`src/design/modbus_rtu_pkg.sv`:
```
// Shared constants, types and CRC helper for the Modbus-RTU slave framer
package modbus_rtu_pkg;

    // Address and function codes
    localparam logic [7:0]  ADDR_BCAST    = 8'h00;
    localparam logic [7:0]  ADDR_MAX      = 8'hF7;
    localparam logic [7:0]  FUNC_READ     = 8'h03;
    localparam logic [7:0]  FUNC_WRITE    = 8'h06;

    // CRC-16 preset and reflected polynomial
    localparam logic [15:0] CRC_INIT      = 16'hFFFF;
    localparam logic [15:0] CRC_POLY      = 16'hA001;

    // Frame layout: address, function, CRC low, CRC high
    localparam logic [7:0]  MIN_FRAME_LEN = 8'h04;
    localparam logic [7:0]  HDR_CRC_LEN   = 8'h04;

    // Character layout
    localparam logic [3:0]  DATA_BITS     = 4'h8;
    localparam logic [3:0]  CHAR_BITS_NP  = 4'hA;
    localparam logic [3:0]  CHAR_BITS_P   = 4'hB;

    // Parity modes on i_parity
    localparam logic [1:0]  PAR_NONE      = 2'h0;
    localparam logic [1:0]  PAR_EVEN      = 2'h1;
    localparam logic [1:0]  PAR_ODD       = 2'h2;

    // Widths
    localparam int          BIT_W         = 16;
    localparam int          CNT_W         = 24;

    // Transmit byte source
    localparam logic [1:0]  SRC_FIFO      = 2'h0;
    localparam logic [1:0]  SRC_CRC_LO    = 2'h1;
    localparam logic [1:0]  SRC_CRC_HI    = 2'h2;

    typedef enum logic [2:0] {
        RX_IDLE, RX_START, RX_DATA, RX_PAR, RX_STOP
    } rx_state_t;

    typedef enum logic [2:0] {
        TX_IDLE, TX_START, TX_DATA, TX_PAR, TX_STOP
    } tx_state_t;

    // One byte through the CRC: xor in, eight reflected shifts
    function automatic logic [15:0] crc_byte(input logic [15:0] crc,
                                             input logic [7:0]  b);
        logic [15:0] c;
        c = crc ^ {8'h00, b};
        for (int i = 0; i < 8; i++) begin
            c = c[0] ? ((c >> 1) ^ CRC_POLY) : (c >> 1);
        end
        return c;
    endfunction : crc_byte

endpackage : modbus_rtu_pkg

```
`src/design/modbus_rtu_slave_framer.sv`:
```
// Modbus-RTU slave framer with transmit FIFO and RS-485 line control
// Functional notes
// - Half duplex; only one side drives.
// - Slave transmits only in reply.
// - Addresses 0 to 247, zero broadcasts.
// - Process frame only for own or broadcast.
// - Broadcast frames get no reply.
// - Unicast frames with a good CRC always open a reply.
// - Receive error or bad request gives fault.
// - Sender waits 3.5 characters silence first.
// - 3.5 characters silence ends a frame.
// - Silence measured continuously, even when idle.
// - Gap over 1.5 characters flushes frame.
// - Short gap appends bytes, CRC then fails.
// - Function 03H reads, 06H writes.
// - Data field holds whole 16-bit words.
// - CRC sent low byte then high.
// - CRC preset FFFF, reflected poly A001.
// - Only eight data bits enter CRC.
// - Parity mismatch is a communication error.
`timescale 1ns/1ps

// Synchronous FIFO with registered flags
module tx_fifo #(
    parameter int WIDTH = 9,
    parameter int DEPTH = 8
) (
    input  wire logic             i_clk,
    input  wire logic             i_rst,
    input  wire logic             i_ce,
    input  wire logic [WIDTH-1:0] i_data,
    input  wire logic             i_valid,
    output logic                  o_ready,
    output logic      [WIDTH-1:0] o_data,
    output logic                  o_valid,
    input  wire logic             i_ready
);
    localparam int AW = $clog2(DEPTH);

    if (DEPTH < 2 || (DEPTH & (DEPTH - 1)) != 0) begin : g_bad_depth
        $error("tx_fifo: DEPTH must be a power of two, at least 2");
    end

    logic [WIDTH-1:0] mem [DEPTH];
    logic [AW-1:0]    wr_q;
    logic [AW-1:0]    rd_q;
    logic [AW:0]      cnt_q;
    logic [AW:0]      cnt_d;
    logic             push;
    logic             pop;

    assign push   = i_valid && o_ready;
    assign pop    = o_valid && i_ready;
    assign o_data = mem[rd_q];

    always_comb begin
        cnt_d = cnt_q;
        if (push && !pop) begin
            cnt_d = cnt_q + 1'b1;
        end else if (pop && !push) begin
            cnt_d = cnt_q - 1'b1;
        end
    end

    // Storage; no reset needed on the data array
    always_ff @(posedge i_clk) begin
        if (i_ce && push) begin
            mem[wr_q] <= i_data;
        end
    end

    // Pointers and flags registered from the next count
    always_ff @(posedge i_clk or posedge i_rst) begin
        if (i_rst) begin
            wr_q    <= '0;
            rd_q    <= '0;
            cnt_q   <= '0;
            o_ready <= 1'b0;
            o_valid <= 1'b0;
        end else if (i_ce) begin
            if (push) wr_q <= wr_q + 1'b1;
            if (pop)  rd_q <= rd_q + 1'b1;
            cnt_q   <= cnt_d;
            o_ready <= (cnt_d != DEPTH[AW:0]);
            o_valid <= (cnt_d != '0);
        end
    end
endmodule : tx_fifo

// Slave framer top
module modbus_rtu_slave_framer #(
    parameter int FIFO_DEPTH = 8
) (
    input  wire logic                               i_clk,
    input  wire logic                               i_rst,
    input  wire logic                               i_ce,
    input  wire logic                               i_rx,
    output logic                                    o_tx,
    output logic                                    o_tx_oe_n,
    input  wire logic [modbus_rtu_pkg::BIT_W-1:0]   i_bit_cycles,
    input  wire logic [1:0]                         i_parity,
    input  wire logic [7:0]                         i_own_addr,
    output logic      [7:0]                         o_rx_data,
    output logic                                    o_rx_valid,
    output logic                                    o_rx_first,
    output logic                                    o_frame_done,
    output logic                                    o_frame_fault,
    output logic                                    o_frame_bcast,
    output logic      [7:0]                         o_func,
    output logic                                    o_reply_open,
    input  wire logic [7:0]                         i_tx_data,
    input  wire logic                               i_tx_last,
    input  wire logic                               i_tx_valid,
    output logic                                    o_tx_ready
);
    import modbus_rtu_pkg::*;

    if (FIFO_DEPTH < 8) begin : g_bad_fifo
        $error("modbus_rtu_slave_framer: FIFO_DEPTH below 8");
    end

    logic             rx_m_q, rx_s_q;
    rx_state_t        rx_st;
    tx_state_t        tx_st;
    logic [BIT_W-1:0] rx_cnt_q, tx_cnt_q;
    logic [3:0]       rx_bit_q, tx_bit_q;
    logic [7:0]       rx_sh_q, tx_sh_q;
    logic             rx_perr_q, byte_v_q, byte_err_q;
    logic [7:0]       byte_q;
    logic [CNT_W-1:0] sil_q, t15_q, t35_q, char_cyc, gap_q;
    logic             in_frame_q, accept_q, bcast_q, err_q;
    logic [7:0]       len_q, func_q;
    logic [15:0]      rx_crc_q, tx_crc_q;
    logic             grant_q, last_q;
    logic [1:0]       src_q;
    logic             par_on;
    logic             frame_end, crc_ok, func_ok, tx_go, fifo_pop;
    logic [8:0]       fifo_data;
    logic             fifo_valid;

    assign par_on = (i_parity != PAR_NONE);

    // Character length in clocks; a parity bit makes it one bit longer
    assign char_cyc = CNT_W'(i_bit_cycles) *
                      CNT_W'(par_on ? CHAR_BITS_P : CHAR_BITS_NP);

    // Parity bit for a byte in the selected mode
    function automatic logic par_bit(input logic [7:0] b,
                                     input logic [1:0] mode);
        return (mode == PAR_ODD) ? ~^b : ^b;
    endfunction : par_bit

    // Pin synchroniser; only rx_s_q is read by logic
    always_ff @(posedge i_clk or posedge i_rst) begin
        if (i_rst) begin
            rx_m_q <= 1'b1;
            rx_s_q <= 1'b1;
        end else if (i_ce) begin
            rx_m_q <= i_rx;
            rx_s_q <= rx_m_q;
        end
    end

    // Character-time thresholds, rebuilt from the live configuration
    always_ff @(posedge i_clk or posedge i_rst) begin
        if (i_rst) begin
            t15_q <= '0;
            t35_q <= '0;
        end else if (i_ce) begin
            t15_q <= char_cyc + (char_cyc >> 1);
            t35_q <= (char_cyc << 1) + char_cyc + (char_cyc >> 1);
        end
    end

    // Character receiver; muted while this end drives the line
    always_ff @(posedge i_clk or posedge i_rst) begin
        if (i_rst) begin
            rx_st      <= RX_IDLE;
            rx_cnt_q   <= '0;
            rx_bit_q   <= '0;
            rx_sh_q    <= '0;
            rx_perr_q  <= 1'b0;
            byte_v_q   <= 1'b0;
            byte_err_q <= 1'b0;
            byte_q     <= '0;
        end else if (i_ce) begin
            byte_v_q <= 1'b0;
            if (rx_st != RX_IDLE && rx_cnt_q != '0) begin
                rx_cnt_q <= rx_cnt_q - 1'b1;
            end else begin
                rx_cnt_q <= i_bit_cycles - 1'b1;
                unique case (rx_st)
                    RX_IDLE: begin
                        if (!rx_s_q && o_tx_oe_n) begin
                            rx_st    <= RX_START;
                            rx_cnt_q <= i_bit_cycles >> 1;
                        end
                    end
                    RX_START: begin
                        rx_st     <= rx_s_q ? RX_IDLE : RX_DATA;
                        rx_bit_q  <= '0;
                        rx_perr_q <= 1'b0;
                    end
                    RX_DATA: begin
                        rx_sh_q  <= {rx_s_q, rx_sh_q[7:1]};
                        rx_bit_q <= rx_bit_q + 1'b1;
                        if (rx_bit_q == DATA_BITS - 1'b1) begin
                            rx_st <= par_on ? RX_PAR : RX_STOP;
                        end
                    end
                    RX_PAR: begin
                        rx_perr_q <= (rx_s_q != par_bit(rx_sh_q, i_parity));
                        rx_st     <= RX_STOP;
                    end
                    RX_STOP: begin
                        byte_v_q   <= 1'b1;
                        byte_q     <= rx_sh_q;
                        byte_err_q <= rx_perr_q || !rx_s_q;
                        rx_st      <= RX_IDLE;
                    end
                endcase
            end
        end
    end

    // Silence timer: runs at all times, cleared by any line activity
    always_ff @(posedge i_clk or posedge i_rst) begin
        if (i_rst) begin
            sil_q <= '0;
        end else if (i_ce) begin
            if (rx_st != RX_IDLE || !o_tx_oe_n) begin
                sil_q <= '0;
            end else if (sil_q != '1) begin
                sil_q <= sil_q + 1'b1;
            end
        end
    end

    // Gap ahead of the byte in flight; the silence timer itself is cleared
    // by that byte's start bit, so it cannot judge the gap afterwards
    always_ff @(posedge i_clk or posedge i_rst) begin
        if (i_rst) begin
            gap_q <= '0;
        end else if (i_ce && rx_st == RX_IDLE) begin
            gap_q <= sil_q;
        end
    end

    assign frame_end = in_frame_q && !byte_v_q && rx_st == RX_IDLE &&
                       sil_q >= t35_q;
    assign crc_ok    = rx_crc_q == 16'h0000 && len_q >= MIN_FRAME_LEN;
    assign func_ok   = func_q == FUNC_READ || func_q == FUNC_WRITE;

    // Frame assembly, address filter and end-of-frame verdict
    always_ff @(posedge i_clk or posedge i_rst) begin
        if (i_rst) begin
            in_frame_q    <= 1'b0;
            accept_q      <= 1'b0;
            bcast_q       <= 1'b0;
            err_q         <= 1'b0;
            len_q         <= '0;
            func_q        <= '0;
            rx_crc_q      <= CRC_INIT;
            o_rx_data     <= '0;
            o_rx_valid    <= 1'b0;
            o_rx_first    <= 1'b0;
            o_frame_done  <= 1'b0;
            o_frame_fault <= 1'b0;
            o_frame_bcast <= 1'b0;
            o_func        <= '0;
        end else if (i_ce) begin
            o_rx_valid   <= 1'b0;
            o_rx_first   <= 1'b0;
            o_frame_done <= 1'b0;
            if (byte_v_q) begin
                if (!in_frame_q || gap_q > t15_q) begin
                    // Fresh address field; a stale partial is lost
                    in_frame_q <= 1'b1;
                    len_q      <= 8'h01;
                    rx_crc_q   <= crc_byte(CRC_INIT, byte_q);
                    err_q      <= byte_err_q;
                    bcast_q    <= byte_q == ADDR_BCAST;
                    accept_q   <= byte_q == ADDR_BCAST ||
                                  (byte_q == i_own_addr &&
                                   i_own_addr <= ADDR_MAX);
                    o_rx_first <= 1'b1;
                    o_rx_valid <= byte_q == ADDR_BCAST ||
                                  (byte_q == i_own_addr &&
                                   i_own_addr <= ADDR_MAX);
                end else begin
                    // Short gap: bytes join the open frame
                    if (len_q != 8'hFF) len_q <= len_q + 1'b1;
                    if (len_q == 8'h01) func_q <= byte_q;
                    rx_crc_q   <= crc_byte(rx_crc_q, byte_q);
                    err_q      <= err_q || byte_err_q;
                    o_rx_valid <= accept_q;
                end
                o_rx_data <= byte_q;
            end else if (frame_end) begin
                in_frame_q <= 1'b0;
                if (accept_q && crc_ok) begin
                    o_frame_done  <= 1'b1;
                    o_frame_bcast <= bcast_q;
                    o_func        <= func_q;
                    o_frame_fault <= err_q || !func_ok ||
                                     (len_q - HDR_CRC_LEN) % 2 != 0;
                end
            end
        end
    end

    // Reply permission: one response per unicast frame, none for broadcast
    always_ff @(posedge i_clk or posedge i_rst) begin
        if (i_rst) begin
            grant_q      <= 1'b0;
            o_reply_open <= 1'b0;
        end else if (i_ce) begin
            if (o_frame_done && !o_frame_bcast) begin
                grant_q      <= 1'b1;
                o_reply_open <= 1'b1;
            end else if (tx_st == TX_STOP && tx_cnt_q == '0 &&
                         src_q == SRC_CRC_HI) begin
                grant_q      <= 1'b0;
                o_reply_open <= 1'b0;
            end
        end
    end

    // Response bytes wait here; without a grant the FIFO fills and stalls
    tx_fifo #(
        .WIDTH (9),
        .DEPTH (FIFO_DEPTH)
    ) u_fifo (
        .i_clk   (i_clk),
        .i_rst   (i_rst),
        .i_ce    (i_ce),
        .i_data  ({i_tx_last, i_tx_data}),
        .i_valid (i_tx_valid),
        .o_ready (o_tx_ready),
        .o_data  (fifo_data),
        .o_valid (fifo_valid),
        .i_ready (fifo_pop)
    );

    assign tx_go = grant_q && fifo_valid && rx_st == RX_IDLE &&
                   !in_frame_q && sil_q >= t35_q;
    assign fifo_pop = i_ce && fifo_valid &&
                      ((tx_st == TX_IDLE && tx_go) ||
                       (tx_st == TX_STOP && tx_cnt_q == '0 &&
                        src_q == SRC_FIFO && !last_q));

    // Character transmitter and driver enable
    always_ff @(posedge i_clk or posedge i_rst) begin
        if (i_rst) begin
            tx_st     <= TX_IDLE;
            tx_cnt_q  <= '0;
            tx_bit_q  <= '0;
            tx_sh_q   <= '0;
            tx_crc_q  <= CRC_INIT;
            src_q     <= SRC_FIFO;
            last_q    <= 1'b0;
            o_tx      <= 1'b1;
            o_tx_oe_n <= 1'b1;
        end else if (i_ce) begin
            if (tx_st != TX_IDLE && tx_cnt_q != '0) begin
                tx_cnt_q <= tx_cnt_q - 1'b1;
            end else begin
                tx_cnt_q <= i_bit_cycles - 1'b1;
                unique case (tx_st)
                    TX_IDLE: begin
                        o_tx_oe_n <= 1'b1;
                        o_tx      <= 1'b1;
                        if (tx_go) begin
                            tx_sh_q   <= fifo_data[7:0];
                            last_q    <= fifo_data[8];
                            tx_crc_q  <= crc_byte(CRC_INIT, fifo_data[7:0]);
                            src_q     <= SRC_FIFO;
                            o_tx_oe_n <= 1'b0;
                            o_tx      <= 1'b0;
                            tx_st     <= TX_START;
                        end
                    end
                    TX_START: begin
                        o_tx     <= tx_sh_q[0];
                        tx_bit_q <= 4'h1;
                        tx_st    <= TX_DATA;
                    end
                    TX_DATA: begin
                        if (tx_bit_q == DATA_BITS) begin
                            o_tx  <= par_on ? par_bit(tx_sh_q, i_parity)
                                            : 1'b1;
                            tx_st <= par_on ? TX_PAR : TX_STOP;
                        end else begin
                            o_tx     <= tx_sh_q[tx_bit_q[2:0]];
                            tx_bit_q <= tx_bit_q + 1'b1;
                        end
                    end
                    TX_PAR: begin
                        o_tx  <= 1'b1;
                        tx_st <= TX_STOP;
                    end
                    TX_STOP: begin
                        // Next character follows the stop bit at once
                        o_tx  <= 1'b0;
                        tx_st <= TX_START;
                        if (src_q == SRC_CRC_HI) begin
                            o_tx      <= 1'b1;
                            o_tx_oe_n <= 1'b1;
                            tx_st     <= TX_IDLE;
                        end else if (src_q == SRC_FIFO && last_q) begin
                            tx_sh_q <= tx_crc_q[7:0];
                            src_q   <= SRC_CRC_LO;
                        end else if (src_q == SRC_CRC_LO) begin
                            tx_sh_q <= tx_crc_q[15:8];
                            src_q   <= SRC_CRC_HI;
                        end else if (fifo_valid) begin
                            tx_sh_q  <= fifo_data[7:0];
                            last_q   <= fifo_data[8];
                            tx_crc_q <= crc_byte(tx_crc_q, fifo_data[7:0]);
                        end else begin
                            // Host ran dry: hold the line at mark
                            o_tx     <= 1'b1;
                            tx_st    <= TX_STOP;
                            tx_cnt_q <= '0;
                        end
                    end
                endcase
            end
        end
    end

    // Checks
    AST_HALF_DUPLEX: assert property (@(posedge i_clk) disable iff (i_rst)
        !o_tx_oe_n |-> rx_st == RX_IDLE)
        else $error("receiver active while driving the line");
    AST_TX_ONLY_GRANTED: assert property (@(posedge i_clk)
        disable iff (i_rst) $fell(o_tx_oe_n) |-> grant_q)
        else $error("transmission started without a query");
    AST_TX_SILENCE: assert property (@(posedge i_clk) disable iff (i_rst)
        $fell(o_tx_oe_n) |-> $past(sil_q) >= $past(t35_q))
        else $error("reply started before 3.5 character silence");
    AST_BCAST_NO_REPLY: assert property (@(posedge i_clk)
        disable iff (i_rst) o_frame_done && o_frame_bcast && !grant_q
        |=> !grant_q)
        else $error("broadcast frame opened a reply");
    AST_UNICAST_REPLY: assert property (@(posedge i_clk)
        disable iff (i_rst) o_frame_done && !o_frame_bcast && i_ce
        |=> grant_q && o_reply_open)
        else $error("unicast frame left without a reply grant");
    AST_CRC_DROP: assert property (@(posedge i_clk) disable iff (i_rst)
        i_ce && frame_end && !crc_ok |=> !o_frame_done)
        else $error("frame with bad CRC was reported");
    AST_FLUSH: assert property (@(posedge i_clk) disable iff (i_rst)
        i_ce && byte_v_q && in_frame_q && gap_q > t15_q
        |=> len_q == 8'h01)
        else $error("partial frame not flushed after long gap");
    AST_ADDR_FILTER: assert property (@(posedge i_clk) disable iff (i_rst)
        o_rx_valid |-> accept_q)
        else $error("byte of a foreign frame was passed on");
    AST_BAD_FUNC_FAULT: assert property (@(posedge i_clk)
        disable iff (i_rst) o_frame_done && o_func != FUNC_READ &&
        o_func != FUNC_WRITE |-> o_frame_fault)
        else $error("unknown function not marked as fault");
    AST_CRC_ORDER: assert property (@(posedge i_clk) disable iff (i_rst)
        src_q == SRC_CRC_LO && $changed(src_q)
        |=> src_q != SRC_FIFO)
        else $error("CRC bytes sent out of order");

    COV_UNICAST_OK: cover property (@(posedge i_clk)
        o_frame_done && !o_frame_bcast && !o_frame_fault);
    COV_BCAST: cover property (@(posedge i_clk)
        o_frame_done && o_frame_bcast);
    COV_FAULT: cover property (@(posedge i_clk)
        o_frame_done && o_frame_fault);
    COV_REPLY_SENT: cover property (@(posedge i_clk) $rose(o_tx_oe_n));
endmodule : modbus_rtu_slave_framer

```
`config.mk`:
```
export PLATFORM = sky130hd
export DESIGN_NAME = modbus_rtu_slave_framer
export DESIGN_NICKNAME = d
export VERILOG_FILES = /design/src/design/modbus_rtu_pkg.sv /design/src/design/modbus_rtu_slave_framer.sv
export SDC_FILE = /design/constraint.sdc
export NUM_CORES = 1
export LEC_CHECK = 0
export BUFFER_PORTS_ARGS = -buffer_cell sky130_fd_sc_hd__buf_4
export CAP_MARGIN = 10
export CORE_UTILIZATION = 57
export CTS_CLUSTER_DIAMETER = 80
export DETAILED_ROUTE_END_ITERATION = 10
export PLACE_DENSITY = 0.77
export SLEW_MARGIN = 30
export SYNTH_ARGS = -nofsm -noshare
export SYNTH_HDL_FRONTEND = slang
export SYNTH_SLANG_ARGS = --single-unit
```
`constraint.sdc`:
```
create_clock -name i_clk -period 7.2 [get_ports i_clk]
set_input_delay 0.72 -clock i_clk [delete_from_list [all_inputs] [get_ports i_clk]]
set_output_delay 0.72 -clock i_clk [all_outputs]
set_load 0.01 [all_outputs]
```
==> flow_summary.yaml, run 1 <==
run_status:
  violations: "design-rule violations"
  status: "finished, violations left"
final_layout:
  final_nets: 2374
  final_cell_mix: "dfrtp_1, nand2_1, nor2_1, inv_1, o21ai_0"
  final_cell_area_sq_um: 22900
  antenna_cells: 0
  syn2layout_area_growth_pct: 10.5
  drive_gt1_frac: 0.133
  final_common_cell: "dfrtp_1"
  nFillCells: 2870
  final_cells: 2657
power_and_ir_drop:
  cellPowerDensity_nw_per_um2: 354
  finalPower_w: 0.00812
  ir_drop_mv: 0.326
  p_leak_nw: 10.3
hold_path:
  hold_path.class: "in -> async"
critical_path:
  r2r-start: "tx_st[0]"
  r2r-end: "u_fifo.o_valid"
  worstSetupPathType: "in -> reg"
  crit_path_max_fanout: 16
  timing.reg2reg.setup_slack_ns: 3.14
  worstSetupEndpointType: "flip-flop"
  ff2ff_path_depth: 9
  setup.worst_path.start_class: "primary input"
  required_ns: 7.59
  worstPathArrival_ns: 6.62
floorplan:
  die-area_sq_um: 37200
  std_cell_rows: 69
  coreArea_sq_um: 35700
  initial_core_util: 0.581
  die_w_microns: 193
  ios: 65
  die_h_microns: 193
grt:
  grt_overflow: 0
  busiest_layer: "met2"
  grt_usage: 0.258
  grt_util_met1: 0.367
  grt_pass1_wl_mm: 76.7
  grt_max_degree: 134
  grt_antenna_before_repair: 0
  grt.met3_usage: 0.0335
  grt.met2_usage: 0.409
  grt_pass1_vias: 15200
clock_tree:
  cts_resized: 0
  root_buffer: "clkbuf_16"
  tritoncts: "yes"
  post_cts_buffers: 0
  post_cts_hold_buffer_count: 0
  path_clk_slew_ns: 0.06
  cts_buffers: 37
  clock_latency_ns: 0.55
  numClockSinks: 328
  cts_buffer_depth: 3
  h-tree-depth: 2
sta:
  hold_violations: 0
  rsz0062_at_grt: "false"
  max_freq_mhz: 161
  tightest_slew_ns: 0.994
  drv_slew: 0
  hold_slack_ns: 0.216
  finalCriticalPeriod_ns: 6.22
  fin_tns_setup_ns: 0
  skew_ns: 0.0205
  setup_viol: 0
  fin_crit_sh: 0.864
  slew_headroom: 0.335
synthesis:
  yosysSeqAreaShare: 0.415
  ys_warn_count: 0
  synth_edf_count: 72
  ys_ff_latch: 328
  synth-main-ff-cell: "dfrtp_1"
  syn_nets: 2327
  syn-cell-area_sq_um: 20800
  syn_area_per_cell_sq_um: 9.79
  synthCells: 2120
  async_reset_ff_frac: 0.780
  synth_cell_type_count: 82
detailed_routing:
  via_per_inst: 5.91
  ant_nets: 0
  drt_iter0_markers: 1013
  vias: 15700
  wl_per_cell_microns: 17.7
  drc: 2
  dr.pass1.iters: 10
  drt_wl_total_mm: 46.9
placement:
  io_buffers: 64
  place_area_sq_um: 21700
  dp.cells: 2589
  dpl.hpwl_mm: 33.6
  gp_congestion: 0.859
job:
  max_cap_viol_count: 0
==> routing by layer <==
layer | vias to the layer above | routed length, microns
met1 | 7645 | 21500
met4 | 0 | 1130
li1 | 7589 | -
met2 | 387 | 22100
met5 | - | 0
met3 | 71 | 2240
==> cell families after synthesis <==
group / share of synthesized area
AOI/OAI and AO/OA: 0.143
xor gates and xnor gates: 0.0776
adders and majority gates: 0.112
buffers and inverters: 0.0445
DFF: 0.415
muxes: 0.0676
and+or+nand+nor: 0.140
==> critical path: stages <==
cell      delay, ns
buf_4          0.13
or2_2          0.45
and2_1         0.22
ha_1           0.29
ha_1           0.24
fa_1           0.44
a211oi_2       0.21
o21ai_1        0.16
or3_1          0.36
a21o_1         0.17
a221o_1        0.35
a21o_1         0.20
a21o_1         0.19
a21o_1         0.18
a21o_1         0.20
xor2_1         0.36
fa_1           0.49
ha_1           0.25
or3_1          0.38
a21oi_1        0.13
a31oi_1        0.06
a21oi_1        0.18
xor2_1         0.16
mux2i_1        0.09
==> cell usage after synthesis (21+ instances only) <==
cell,instances,area share
o21ai_1,29,0.0070
nand2_1,207,0.037
mux2i_1,30,0.014
nor3_1,47,0.011
clkbuf_1,62,0.011
nand3_1,37,0.0089
nor2_1,161,0.029
xor2_1,72,0.030
ha_1,138,0.083
a21oi_1,100,0.024
inv_1,159,0.029
xnor2_1,112,0.047
edfxtp_1,72,0.10
a21o_1,41,0.015
fa_1,29,0.028
mux2_2,58,0.031
dfrtp_1,220,0.27
nand2b_1,21,0.0063
o21ai_0,154,0.037
dfstp_2,36,0.046
==> sequential cells by signal, summed over array words and instances (netlist names), 4 cells and up <==
register,count
len_q,8
rx_bit_q,4
o_func,8
rx_cnt_q,16
tx_crc_q,16
rx_sh_q,8
sil_q,24
gap_q,24
u_fifo.cnt_q,4
o_rx_data,8
tx_sh_q,8
tx_bit_q,4
t15_q,20
u_fifo.mem,72
tx_cnt_q,16
rx_crc_q,16
t35_q,22
func_q,8
byte_q,8
==> worst max path at each step <==
stage                     start         to  slack, ns  cells past startpoint
floorplan           i_parity[1]  t35_q[20]       1.11                     24
CTS                 i_parity[1]  t35_q[20]       1.04                     24
detailed placement  i_parity[1]  t35_q[20]       0.46                     24
global route        i_parity[1]  t35_q[20]       0.64                     24
global placement    i_parity[1]  t35_q[20]       0.64                     24
finish              i_parity[1]  t35_q[20]       0.98                     24
==> power breakdown <==
part           leakage, nW  total (W)  switching, W  internal, W
clock network        0.587    0.00186      0.000789      0.00108
registers             3.90    0.00237      0.000183      0.00219
logic                 5.77    0.00389       0.00222      0.00167
==> cell type report <==
type,count,area (sq um),share of cell area
clock buffer,51,1050,0.0458
clock inverter,17,166,0.00726
inverter,162,612,0.0267
multi-input combinational,1554,11300,0.491
sequential,328,8610,0.376
tap,461,577,0.0252
timing repair buffer,84,643,0.0280
==> per-stage QoR <==
| step | util | setup WS (ns) |
|---|---|---|
| CTS | 0.641 | 1.04 |
| detailed placement | 0.607 | 0.461 |
| global route | 0.642 | 0.638 |
| global placement | 0.606 | 0.642 |
| floorplan | - | 1.11 |
| finish | 0.642 | 0.977 |
Note: power is estimated with default switching activity, not from simulation.
==> run 2, diff against run 1 <==
- CAP_MARGIN: 10 -> 20
- CORE_UTILIZATION: 57 -> 60
- clock period: 7.2 -> 6 ns (I/O delays scaled with it)
==> run 2 against run 1 <==
  * The flow now finishes without violations
  * Non-clock buffer count rose by 27
  * Sequential share of layout area down 0.28 points
  * Routed wire length is 0.73% higher
  * Worst hold slack better by 0.061 ns
  * Die area fell by 4.9%
  * Clock skew fell by 0.0030 ns
  * Register-to-register slack got worse by 1.2 ns
  * Largest cell class unchanged
==> flow_summary.yaml, run 2 (synthesis gave the netlist of run 1 again) <==
critical_path:
  cp_top_family: "compound AO/OA/AOI/OAI gates"
  required_ns: 6.43
  critical_path_buf_inv_count: 2
  worstPathArrival_ns: 6.05
  worstSetupEndpointType: "flip-flop"
  cpMaxStageDelayCell: "fa_1"
  setup.worst_path.start_class: "primary input"
  crit_chain: "buf_4 -> or2_2 -> and2_1 -> ha_1 -> ha_1 -> fa_1 -> a211oi_2 -> o21ai_1 -> or3_1 -> a21o_1 -> a221o_1 -> a21o_1 -> a21o_1 -> buf_4 -> xor2_1 -> fa_1 -> ha_1 -> and3_1 -> a211oi_1 -> o21ai_0 -> a31o_2"
  worstSetupPathType: "in -> reg"
  crit_path_max_fanout: 6
  slowest_delay_ns: 0.51
detailed_routing:
  drt_iter0_markers: 1306
  vias: 15900
  via_per_inst: 5.94
  drt_wl_total_mm: 47.3
  ant_nets: 0
  dr.pass1.iters: 6
  wl_per_cell_microns: 17.7
  drc: 0
final_layout:
  syn2layout_area_growth_pct: 11.3
  final_common_cell: "dfrtp_1"
  drive_gt1_frac: 0.145
  final_nets: 2401
  final_cells: 2670
  regMostFlops: "u_fifo.mem"
  largest_reg_flops: 72
  final_cell_mix: "dfrtp_1, nand2_1, nor2_1, inv_1, o21ai_0"
  largestRegisters: "u_fifo.mem (72), gap_q (24), sil_q (24)"
  antenna_cells: 0
grt:
  grt_max_degree: 73
  grt_pass1_vias: 15700
  grt_pass1_wl_mm: 78.6
  grt_antenna_before_repair: 1
  grt_overflow: 0
  grt_usage: 0.274
clock_tree:
  root_buffer: "clkbuf_16"
  path_clk_slew_ns: 0.06
  numClockSinks: 328
  cts_resized: 0
  cts_buffers: 37
  cts_buffer_depth: 3
  tritoncts: "yes"
  clock_latency_ns: 0.56
  h-tree-depth: 2
power_and_ir_drop:
  ir_drop_mv: 0.353
  cellPowerDensity_nw_per_um2: 427
  p_leak_nw: 10.4
placement:
  dp.cells: 2602
  io_buffers: 64
  dpl.hpwl_mm: 34.2
  gp_congestion: 0.881
floorplan:
  ios: 65
  std_cell_rows: 67
  die_w_microns: 188
  die-area_sq_um: 35300
  coreArea_sq_um: 33800
  initial_core_util: 0.614
  die_h_microns: 188
sta:
  rsz0062_at_grt: "false"
  tightest_slew_ns: 0.953
  skew_ns: 0.0175
  fin_crit_sh: 0.936
  hold_violations: 0
  slew_headroom: 0.362
  setup_viol: 0
  max_freq_mhz: 178
  hold_slack_ns: 0.277
  drv_slew: 0
  finalCriticalPeriod_ns: 5.61
run_status:
  status: "finished clean"
job:
  max_cap_viol_count: 0
hold_path:
  hold_path.class: "in -> reg"
run 2: cell count changes in the layout (fill, tap and decap cells not counted), sizes merged:
| cell | delta |
|---|---|
| inv | +1 |
| buf | +26 |
| clkinv | +6 |
| bufinv | +1 |
| clkinvlp | -2 |
| clkbuf | -7 |
| dlygate4sd3 | +1 |
run 2: repair_timing:
action                                 CTS  global route
hold buffers                             1             0
setup buffers                            0             0
endpoints found under the hold margin    1             0
run 2: per-layer routing:
| layer | vias up | global-route usage | part of all wire |
|---|---|---|---|
| met1 | 7715 | 0.386 | 0.46 |
| met5 | - | 0 | 0 |
| li1 | 7619 | - | - |
| met2 | 466 | 0.435 | 0.46 |
| met3 | 71 | 0.0481 | 0.061 |
| met4 | 0 | 0.0772 | 0.022 |
run 2: layout make-up:
cell class / count / area (sq um)
repair buffers: 111 / 840
multi-input cells: 1554 / 11300
clock buffers: 44 / 993
clock inverters: 23 / 216
fillers: 2539 / 10700
inverters: 162 / 612
flip-flops and latches: 328 / 8610
well taps: 448 / 561
run 2: metrics by stage:
stage	power, W	cell area (sq um)	util	worst slack, ns	setup TNS [ns]
after global placement	0.00737	21800	0.647	-0.100	-0.162
after CTS	0.00988	23100	0.683	0.394	0
after global routing	0.0106	23100	0.684	0.0822	0
final	0.00986	23100	0.684	0.386	0
after detailed placement	0.00756	21900	0.647	-0.162	-0.448
after floorplan	0.00646	20800	-	0.0264	0
run 2: path summary, 6_finish.rpt:
path                       depth (start not counted)  slack, ns          endpoint         start
max                                               21       0.39         t35_q[19]   i_parity[1]
min                                                1       0.28  u_fifo.mem[4][1]  i_tx_data[1]
max reg2reg                                        9       1.96    u_fifo.o_valid      tx_st[0]
min reg2reg                                        2       0.47       tx_crc_q[9]   tx_crc_q[9]
max in group asynchronous                          4       4.45      o_rx_data[4]         i_rst
min in group asynchronous                          3       0.51          sil_q[3]         i_rst
run 2: where the power goes:
| group | internal [W] | switching (W) |
|---|---|---|
| logic | 0.00209 | 0.00267 |
| clock network | 0.00129 | 0.000962 |
| registers | 0.00263 | 0.000221 |
| total | 0.00601 | 0.00385 |
